===== src/rtl/crs_pkg.sv =====
// Purpose: Constants and carrier types for the channel reset and status registers
// Assumes: Registers are reached through the management serial station port
// Notes: Offsets are register addresses within the device address
package crs_pkg;
  localparam logic [4:0] DEV_ADDR = 5'h1E;
  localparam logic [15:0] RESET_CTRL_ADDR = 16'h000E;
  localparam logic [15:0] STATUS_ONE_ADDR = 16'h000F;
  localparam logic [15:0] RESET_CTRL_RST = 16'h0000;
  localparam logic [15:0] STATUS_ONE_RST = 16'h0000;
  // Reset control field positions
  localparam int PATH_RST_BIT = 3;
  localparam int TXQ_CLR_BIT = 2;
  localparam int RXQ_CLR_BIT = 1;
  localparam int RSV_LO_BIT = 0;
  localparam logic [3:0] RSV_MID_RST = 4'h0;
  // Status one field positions
  localparam int PATTERN_BIT = 15;
  localparam int HOST_ALIGN_BIT = 14;
  localparam int SIG_LOST_BIT = 13;
  localparam int AUTOZERO_BIT = 12;
  localparam int GAIN_LOCK_BIT = 11;
  localparam int SYNC_BIT = 10;
  localparam int RSV9_BIT = 9;
  localparam int CODE_VIOL_BIT = 8;
  localparam int TXQ_UNDER_BIT = 7;
  localparam int TXQ_OVER_BIT = 6;
  localparam int RXQ_UNDER_BIT = 5;
  localparam int RXQ_OVER_BIT = 4;
  localparam int SYS_LINK_BIT = 3;
  localparam int INT_LINK_BIT = 2;
  localparam int HOST_PLL_BIT = 1;
  localparam int LINE_PLL_BIT = 0;
  // Bits that latch low (hold a loss); the rest latch high, bit 15 is live
  localparam logic [15:0] LATCH_LOW_MASK = 16'h5C0F;
  localparam logic [15:0] LATCH_HIGH_MASK = 16'h23F0;
  localparam logic [15:0] LIVE_MASK = 16'h8000;
  // Channel operating modes, used to qualify mode-dependent bits
  typedef enum logic [1:0] {
    CRS_MODE_10G = 2'h0,
    CRS_MODE_10GKR = 2'h1,
    CRS_MODE_1GKX = 2'h2
  } crs_mode_e;
  // Live status conditions from the channel datapath
  typedef struct packed {
    logic linePatternMatch;
    logic hostLaneAligned;
    logic lineSignalLost;
    logic lineAutozeroComplete;
    logic lineGainLoopLocked;
    logic lineSyncAchieved;
    logic rsvEvent;
    logic lineCodeViolation;
    logic txQueueUnderflow;
    logic txQueueOverflow;
    logic rxQueueUnderflow;
    logic rxQueueOverflow;
    logic systemReceiveLinkGood;
    logic internalAlignLinkGood;
    logic hostSerdesPllLocked;
    logic lineSerdesPllLocked;
  } crs_status_s;
  // Register access request from the management station
  typedef struct packed {
    logic wrStb;
    logic rdStb;
    logic [4:0] devAddr;
    logic [15:0] regAddr;
    logic [15:0] wrData;
  } crs_req_s;
  // Reset pulses to the datapath
  typedef struct packed {
    logic channelPathReset;
    logic transmitQueueClear;
    logic receiveQueueClear;
  } crs_pulse_s;
endpackage : crs_pkg


===== src/rtl/crs_latch_bit.sv =====
// Purpose: One status bit that latches high, latches low, or follows live
// Assumes: Read strobe is one cycle wide
// Notes: An event in the read cycle is kept, so set beats reload
`timescale 1ns/100ps
module crs_latch_bit #(
  parameter logic [1:0] KIND = 2'h0
) (
  input wire logic clock,
  input wire logic arst_n,
  input wire logic live,
  input wire logic rdClr,
  output logic held
);
  logic held_q;
  logic held_d;
  // KIND 0 latches high, 1 latches low, 2 is live
  always_comb begin
    held_d = held_q;
    case (KIND)
      2'h0: held_d = rdClr ? live : (held_q | live);
      2'h1: held_d = rdClr ? live : (held_q & live);
      default: held_d = live;
    endcase
  end
  // Latch state; latched-low bits start at zero like the register default
  always_ff @(posedge clock or negedge arst_n) begin
    if (!arst_n) begin
      held_q <= 1'h0;
    end else begin
      held_q <= held_d;
    end
  end
  assign held = held_q;
endmodule : crs_latch_bit


===== src/rtl/crs_regs.sv =====
// Purpose: Channel reset control and latched channel status registers
// Assumes: Management station decodes the frame into one-cycle read and write strobes
// Notes: Read data is registered one cycle after the read strobe
//
// What this block does
// - Registers sit at device 0x1E, offsets 0x000E and 0x000F, reset zero.
// - Path reset bit 3 resets transmit and receive logic, not management registers.
// - Bit 2 clears the transmit queue, in 10G mode only.
// - Bit 1 clears the receive queue, in 10G mode only.
// - Each reset bit returns to zero by itself next clock.
// - Reset register bits 15 to 8 always read zero.
// - Bit 15 shows pattern match in 10G and 1GKX modes, else zero.
// - Bit 14 reports host lane alignment, latched low.
// - Bit 13 latches high on line signal loss.
// - Bit 12 shows autozero complete, latched low.
// - Bit 11 shows gain loop locked, latched low.
// - Bit 10 shows line sync achieved, latched low.
// - Bit 8 latches high on code violation or disparity error.
// - Bit 7 latches high on transmit queue underflow, not in 1GKX.
// - Bit 6 latches high on transmit queue overflow in 10GKR and 10G.
// - Bit 5 latches high on receive queue underflow, not in 1GKX.
// - Bit 4 latches high on receive queue overflow, in every mode.
// - Bit 3 shows system receive link good in 10G, latched low.
// - Bit 2 shows internal align link good, latched low.
// - Bit 1 shows host serdes PLL locked, latched low.
// - Bit 0 shows line serdes PLL locked, latched low.
`timescale 1ns/100ps
module crs_regs (
  input wire logic clock,
  input wire logic arst_n,
  input wire crs_pkg::crs_req_s req,
  input wire crs_pkg::crs_mode_e mode,
  input wire crs_pkg::crs_status_s status,
  output logic [15:0] rdData,
  output logic rdValid,
  output logic channelPathReset,
  output logic transmitQueueClear,
  output logic receiveQueueClear
);
  // Address match helper, used for read and write decode
  function automatic logic hit(input crs_pkg::crs_req_s r, input logic [15:0] a);
    hit = (r.devAddr == crs_pkg::DEV_ADDR) && (r.regAddr == a);
  endfunction : hit

  logic wrReset;
  logic rdStatus;
  logic rdReset;
  assign wrReset = req.wrStb && hit(req, crs_pkg::RESET_CTRL_ADDR);
  assign rdStatus = req.rdStb && hit(req, crs_pkg::STATUS_ONE_ADDR);
  assign rdReset = req.rdStb && hit(req, crs_pkg::RESET_CTRL_ADDR);

  // Reserved writable bits 7:4 and 0 store; the pulse bits never store
  logic [3:0] rsvMid_q;
  logic rsvLo_q;
  always_ff @(posedge clock or negedge arst_n) begin
    if (!arst_n) begin
      rsvMid_q <= crs_pkg::RSV_MID_RST;
      rsvLo_q <= crs_pkg::RESET_CTRL_RST[crs_pkg::RSV_LO_BIT];
    end else if (wrReset) begin
      rsvMid_q <= req.wrData[7:4];
      rsvLo_q <= req.wrData[crs_pkg::RSV_LO_BIT];
    end
  end

  // Self-clearing reset pulses: high exactly one clock after the write
  crs_pkg::crs_pulse_s pulse_q;
  crs_pkg::crs_pulse_s pulse_d;
  always_comb begin
    pulse_d = '0;
    if (wrReset) begin
      pulse_d.channelPathReset = req.wrData[crs_pkg::PATH_RST_BIT];
      // Queue clears only mean something in 10G; the KR queue self-centres
      pulse_d.transmitQueueClear = req.wrData[crs_pkg::TXQ_CLR_BIT] && (mode == crs_pkg::CRS_MODE_10G);
      pulse_d.receiveQueueClear = req.wrData[crs_pkg::RXQ_CLR_BIT] && (mode == crs_pkg::CRS_MODE_10G);
    end
  end
  // The path reset goes to the datapath only; these registers keep their state
  always_ff @(posedge clock or negedge arst_n) begin
    if (!arst_n) begin
      pulse_q <= '0;
    end else begin
      pulse_q <= pulse_d;
    end
  end
  assign channelPathReset = pulse_q.channelPathReset;
  assign transmitQueueClear = pulse_q.transmitQueueClear;
  assign receiveQueueClear = pulse_q.receiveQueueClear;

  // Mode qualification of live conditions before latching
  logic [15:0] live;
  logic is1gkx;
  assign is1gkx = (mode == crs_pkg::CRS_MODE_1GKX);
  always_comb begin
    live = status;
    live[crs_pkg::PATTERN_BIT] = status.linePatternMatch && (mode != crs_pkg::CRS_MODE_10GKR);
    live[crs_pkg::HOST_ALIGN_BIT] = status.hostLaneAligned;
    live[crs_pkg::SIG_LOST_BIT] = status.lineSignalLost;
    live[crs_pkg::AUTOZERO_BIT] = status.lineAutozeroComplete;
    live[crs_pkg::GAIN_LOCK_BIT] = status.lineGainLoopLocked;
    live[crs_pkg::SYNC_BIT] = status.lineSyncAchieved;
    live[crs_pkg::CODE_VIOL_BIT] = status.lineCodeViolation;
    live[crs_pkg::TXQ_UNDER_BIT] = status.txQueueUnderflow && !is1gkx;
    live[crs_pkg::TXQ_OVER_BIT] = status.txQueueOverflow && !is1gkx;
    live[crs_pkg::RXQ_UNDER_BIT] = status.rxQueueUnderflow && !is1gkx;
    live[crs_pkg::RXQ_OVER_BIT] = status.rxQueueOverflow;
    // Link good from the system side has no meaning outside 10G
    live[crs_pkg::SYS_LINK_BIT] = status.systemReceiveLinkGood && (mode == crs_pkg::CRS_MODE_10G);
    live[crs_pkg::INT_LINK_BIT] = status.internalAlignLinkGood;
    live[crs_pkg::HOST_PLL_BIT] = status.hostSerdesPllLocked;
    live[crs_pkg::LINE_PLL_BIT] = status.lineSerdesPllLocked;
  end

  // One latch cell per status bit, kind chosen from the masks
  logic [15:0] held;
  for (genvar i = 0; i < 16; i++) begin : g_bit
    localparam logic [1:0] K = crs_pkg::LIVE_MASK[i] ? 2'h2 :
      (crs_pkg::LATCH_LOW_MASK[i] ? 2'h1 : 2'h0);
    crs_latch_bit #(.KIND(K)) u_bit (
      .clock(clock),
      .arst_n(arst_n),
      .live(live[i]),
      .rdClr(rdStatus),
      .held(held[i])
    );
  end

  // Registered read port; unmapped addresses read zero
  logic [15:0] rdData_q;
  logic rdValid_q;
  always_ff @(posedge clock or negedge arst_n) begin
    if (!arst_n) begin
      rdData_q <= 16'h0000;
      rdValid_q <= 1'h0;
    end else begin
      rdValid_q <= req.rdStb;
      if (rdStatus) begin
        rdData_q <= held;
      end else if (rdReset) begin
        // Upper byte reserved and zero; pulse bits read back as zero
        rdData_q <= {8'h00, rsvMid_q, 3'h0, rsvLo_q};
      end else begin
        rdData_q <= 16'h0000;
      end
    end
  end
  assign rdData = rdData_q;
  assign rdValid = rdValid_q;
endmodule : crs_regs


===== config.mk =====
export PLATFORM = sky130hd
export DESIGN_NAME = crs_regs
export DESIGN_NICKNAME = d
export VERILOG_FILES = /design/src/rtl/crs_pkg.sv /design/src/rtl/crs_latch_bit.sv /design/src/rtl/crs_regs.sv
export SDC_FILE = /design/constraint.sdc
export NUM_CORES = 1
export LEC_CHECK = 0
export BUFFER_PORTS_ARGS = -buffer_cell sky130_fd_sc_hd__buf_2
export CORE_MARGIN = 2
export CORE_UTILIZATION = 40
export DETAILED_ROUTE_END_ITERATION = 12
export PLACE_DENSITY = 0.72
export SYNTH_ARGS = -nofsm -noshare
export SYNTH_HDL_FRONTEND = slang
export SYNTH_SLANG_ARGS = --single-unit

===== constraint.sdc =====
create_clock -name clock -period 0.9 [get_ports clock]
set_input_delay 0.18 -clock clock [delete_from_list [all_inputs] [get_ports clock]]
set_output_delay 0.18 -clock clock [all_outputs]
set_load 0.01 [all_outputs]

# Yosys cells after proc, flatten, opt, wreduce, memory -nomap -nowiden

Index checks and enable logic that the tools add are counted.

Output and inout bits: 20
Input port bits: 59
Register bits: 41

Bitwise logic cells: 15
Equality and inequality tests: 5
Reductions and logical operators: 14
Mux-type cells: 18

Operator list:

| operator            | count |
|---|---|
| $eq 16x4->1 const B | 2 |
| $mux 16             | 1 |
| $mux 1              | 15 |
| $logic_and 1x1->1   | 12 |
| $and 1x1->1         | 8 |
| $mux 8              | 1 |
| $or 1x1->1          | 7 |
| $eq 5x5->1 const B  | 1 |
| $mux 3              | 1 |
| $eq 2x2->1 const B  | 1 |
| $logic_not 2->1     | 1 |
| $ne 2x1->1 const B  | 1 |
| $logic_not 1->1     | 1 |

# Depth between registers and ports, before layout

Depth in word-level cells: 5
Mapped depth: 5
Depth with buffers taken out: 4

# Cells and area by module

Synthesis repeated with hierarchy kept, for this count alone.

Cells, all modules: 117
Area total of the unflattened synthesis: 1,541.5 sq um

Modules (own cells, without submodules):

| module                               | area each (sq um) | instances | cells an instance |
|---|---|---|---|
| crs_regs                             | 1,002.2           | 1         | 79 |
| crs_latch_bit at g_bit[0].u_bit ...  | 32.5              | 8         | 2 |
| crs_latch_bit at g_bit[13].u_bit ... | 36.3              | 7         | 3 |
| crs_latch_bit at g_bit[15].u_bit     | 25.0              | 1         | 1 |

# Worst setup path after synthesis

Ideal clock, no wire load.

Path kind: input to register
Start: input req[21] (netlist name)
End: register g_bit[5].u_bit.held_q
Arrival time: 1,467 ps
Setup slack: -688 ps
Buffers on the path: 1
Stages: 4
Setup time: 121 ps
Cell sequence: or4b_4 > or3_1 > buf_2 > a22o_1

Word-level cells in the longest chain between the ends: 4

Ends and longest elaborated chain:

| item                            | line                | RTL |
|---|---|---|
| start, declared                 | crs_regs.sv:31      | `input wire crs_pkg::crs_req_s req,` |
| $eq 16x4->1                     | crs_regs.sv:42      | `hit = (r.devAddr == crs_pkg::DEV_ADDR) && (r.regAddr == a);` |
| $logic_and 1x1->1               | crs_regs.sv:42      |  |
| $logic_and 1x1->1               | crs_regs.sv:49      | `assign rdStatus = req.rdStb && hit(req, crs_pkg::STATUS_ONE_ADDR);` |
| $mux 1                          | crs_latch_bit.sv:20 | `2'h0: held_d = rdClr ? live : (held_q \| live);` |
| named net g_bit[5].u_bit.held_d | crs_latch_bit.sv:15 | `logic held_d;` |
| end signal, assigned            | crs_latch_bit.sv:30 | `held_q <= held_d;` |
| end, declared                   | crs_latch_bit.sv:14 | `logic held_q;` |

The timed path passes the listed nets, and every way through them passes these cells.
A chain may end at the register's enable or synchronous reset.

# Final worst setup path

Start: input req[23] (netlist name)
End: register rsvMid_q[3]

Word-level cells in the longest chain between the ends: 3

Ends and longest elaborated chain:

| item                 | line           | RTL |
|---|---|---|
| $eq 16x4->1          | crs_regs.sv:42 |  |
| $logic_and 1x1->1    | crs_regs.sv:42 |  |
| $logic_and 1x1->1    | crs_regs.sv:48 | `assign wrReset = req.wrStb && hit(req, crs_pkg::RESET_CTRL_ADDR);` |
| end signal, assigned | crs_regs.sv:57 | `rsvMid_q <= crs_pkg::RSV_MID_RST;` |
| end signal, assigned | crs_regs.sv:60 | `rsvMid_q <= req.wrData[7:4];` |
| end, declared        | crs_regs.sv:53 | `logic [3:0] rsvMid_q;` |

No other way between the ends.

==> flow_metrics.py <==
metrics = {
    "clocking": {
        "cts-root-buf": "clkbuf_8",
        "tritoncts": "yes",
        "clock_latency_ns": 0.29,
        "htree_levels": 2,
        "clkSlewWorstSetupHoldPaths_ns": 0.08,
        "clockBufferDepth": 2,
        "clock-sinks": 41,
        "cts_buffers": 5,
    },
    "timing": {
        "max_freq_mhz": 733,
        "setup_tns_ns": -15.33,
        "max_slew_margin_pct": 82.7,
        "post-route-period-util_pct": 152,
        "holdWs_ns": 0.0751,
        "rsz0062_at_grt": "yes",
        "hold_violations": 0,
        "min_period_ns": 1.37,
        "worstMarginPinSlew_ns": 0.252,
        "setup_slack_ns": -0.465,
        "setup_viol": 59,
        "slew_violations": 0,
        "clock_skew_ns": 0.00732,
    },
    "global_route": {
        "grt_overflow": 0,
        "grt_pass1_wl_um": 5260,
        "grt.busiest_layer": "met2",
        "use_met1_pct": 17.8,
        "grt_pass1_vias": 1230,
        "antenna_found_initial": 0,
        "use_met2_pct": 27.7,
        "grt_max_degree": 33,
        "use_met3_pct": 8.18,
        "grt_usage_pct": 16.6,
    },
    "die": {
        "ios": 79,
        "start_util_pct": 41.7,
        "dieArea_um2": 4360,
        "fp.dieH_um": 66,
        "die_x_um": 66,
        "rows": 22,
        "core_area_um2": 3690,
    },
    "detailed_routing": {
        "drt-total-wl_um": 3140,
        "detail-route-antenna-nets": 0,
        "wl_per_cell_um": 13.1,
        "first_pass_iters": 3,
        "drt_iter0_drc": 53,
        "remaining_drc_errors": 0,
        "viasPerCell": 4.61,
        "via_count": 1102,
    },
    "power": {
        "p_sw_w": 0.000723,
        "power.internal_w": 0.00288,
        "power_frac_seq_pct": 51.3,
        "p_leak_nw": 1.20,
        "comb_power_share_pct": 6.7,
        "clkPwrFrac_pct": 42.0,
        "power_density_nw_per_um2": 1610,
        "ir_worst_vdd_uv": 932,
        "switching_share_pct": 20.1,
    },
    "synthesis": {
        "avgSynthCellArea_um2": 14.6,
        "yosysUniqueCellTypes": 26,
        "netlist_area_um2": 1540,
        "synth_area_leader_cell": "dfrtp_1",
        "syn_nets": 164,
        "ys_seq_area_share_pct": 66.7,
        "synth_seq_cells": 41,
        "ys_warn_count": 0,
        "synth_top_area_share_pct": 66.7,
        "netlist_top_cells_area": "dfrtp_1 (67%), and2_1 (4.9%), mux2_2 (3.7%), o21a_1 (3.4%), mux2i_1 (3.3%)",
        "syn_inst": 105,
    },
    "flow_run": {
        "maxCapViolCount": 0,
    },
    "placed_design": {
        "place_congestion": 0.704,
        "postPlaceCellArea_um2": 2040,
        "io_buffer_count": 70,
        "dp_hpwl_um": 2440,
    },
    "setup_path": {
        "cp.arrival_ns": 1.55,
        "end_kind": "flop",
        "start_kind": "input port",
        "cp.required_ns": 1.09,
        "path_max_fanout": 5,
        "r2r_slack_ns": 0.10,
        "path_class": "in2reg",
    },
    "cells_and_area": {
        "final_common_cell": "buf_2",
        "seqCellArea_um2": 1030,
        "drive_above_1_share_pct": 56.0,
        "multi_input_area_um2": 553,
        "fin_area_um2": 2240,
        "final_util_pct": 60.7,
        "diodes": 0,
        "fillers": 289,
        "final_cell_mix": "buf_2 (68), dfrtp_1 (41), and2_1 (12), buf_4 (8), o21a_1 (7)",
        "area_growth_pct": 45.6,
        "fin_nets": 249,
    },
    "status": {
        "status": "finished with violations",
        "violations": "negative setup slack",
    },
    "min_path": {
        "hp-class": "in2reg",
    },
}
==> Yosys cell counts <==
cell,n
and4bb_2,1
inv_1,2
clkbuf_1,1
or3_1,2
a21boi_0,1
nand2_1,1
a22o_1,3
nand2b_1,1
dfrtp_1,41
nor3_4,1
nor4_2,1
o211a_1,1
nor2_1,6
mux2i_1,5
mux2_2,5
o21a_1,7
nor4b_1,1
nand4_2,1
nor4b_2,1
and3_1,2
a21o_1,4
buf_2,2
or4b_4,1
nor4b_4,1
and4b_1,1
and2_1,12
==> sequential cells by signal, indices dropped and copies added, names as in the netlist <==
name	flops
g_bit.u_bit.held	16
rdData	16
rsvMid_q	4
channelPathReset	1
rdValid	1
receiveQueueClear	1
rsvLo_q	1
transmitQueueClear	1
==> layout make-up <==
cell class / count / share of cell area, %
Clock buffer: 6 / 3.69
Tap cell: 48 / 2.68
Clock inverter: 2 / 1.68
Timing Repair Buffer: 81 / 21.1
Inverter: 2 / 0.335
Multi-Input combinational cell: 59 / 24.7
Sequential cell: 41 / 45.8
==> critical path, cell delays in order <==
cell     delay, ns
buf_6         0.09
or4b_4        0.56
nor4b_4       0.21
buf_4         0.18
mux2_2        0.33
==> path summary, 6_finish.rpt <==
check                                                     from                              to  depth (start not counted)
worst max-delay path                                   req[23]         rsvMid_q[3]$_DFFE_PN0P_                          5
worst min-delay path                                 status[8]   g_bit[8].u_bit.held$_DFF_PN0_                          2
worst max register to register   g_bit[7].u_bit.held$_DFF_PN0_             rdData[7]$_DFF_PN0_                          2
worst min register to register  g_bit[15].u_bit.held$_DFF_PN0_            rdData[15]$_DFF_PN0_                          1
max in group asynchronous                               arst_n  g_bit[13].u_bit.held$_DFF_PN0_                          3
min in group asynchronous                               arst_n  g_bit[15].u_bit.held$_DFF_PN0_                          2
==> routing by layer <==
| metal | wire length [um] | up-vias |
|---|---|---|
| li1 | - | 536 |
| met4 | 61 | 0 |
| met3 | 252 | 8 |
| met5 | 0 | - |
| met2 | 1540 | 40 |
| met1 | 1280 | 518 |
==> timing repair <==
| action | CTS | global route |
|---|---|---|
| pin swaps | 1 | 1 |
| resized for setup | 5 | 10 |
| endpoints found under the setup margin | 59 | 59 |
| setup buffers | 0 | 0 |
| hold buffers | 1 | 0 |
| gates cloned | 0 | 0 |
| endpoints found under the hold margin | 9 | 0 |
==> per-stage QoR <==
stage,worst slack [ns],instances,power (W)
global route,-0.489,239,0.00376
detailed placement,-0.785,230,0.00211
finish,-0.465,239,0.00360
global placement,-0.767,230,0.00210
floorplan,-0.679,105,0.00193
CTS,-0.465,239,0.00362
==> cells by family (layout without fill, tap and decap cells) <==
family	Yosys count	count (layout)	synth area share [%]
flops	41	41	66.7
simple gates	33	33	16.8
compound gates	16	16	8.22
mux	10	10	6.92
buf+inv	5	91	1.38
==> power by group through the flow <==
stage / logic [W] / clock network [W] / registers (W)
detailed placement: 0.000227 / 0 / 0.00188
CTS: 0.000235 / 0.00154 / 0.00185
finish: 0.000241 / 0.00151 / 0.00185
global route: 0.000267 / 0.00165 / 0.00185
floorplan: 0.0000441 / 0 / 0.00188
global placement: 0.000219 / 0 / 0.00188
Power figures use the tool's default switching activity.
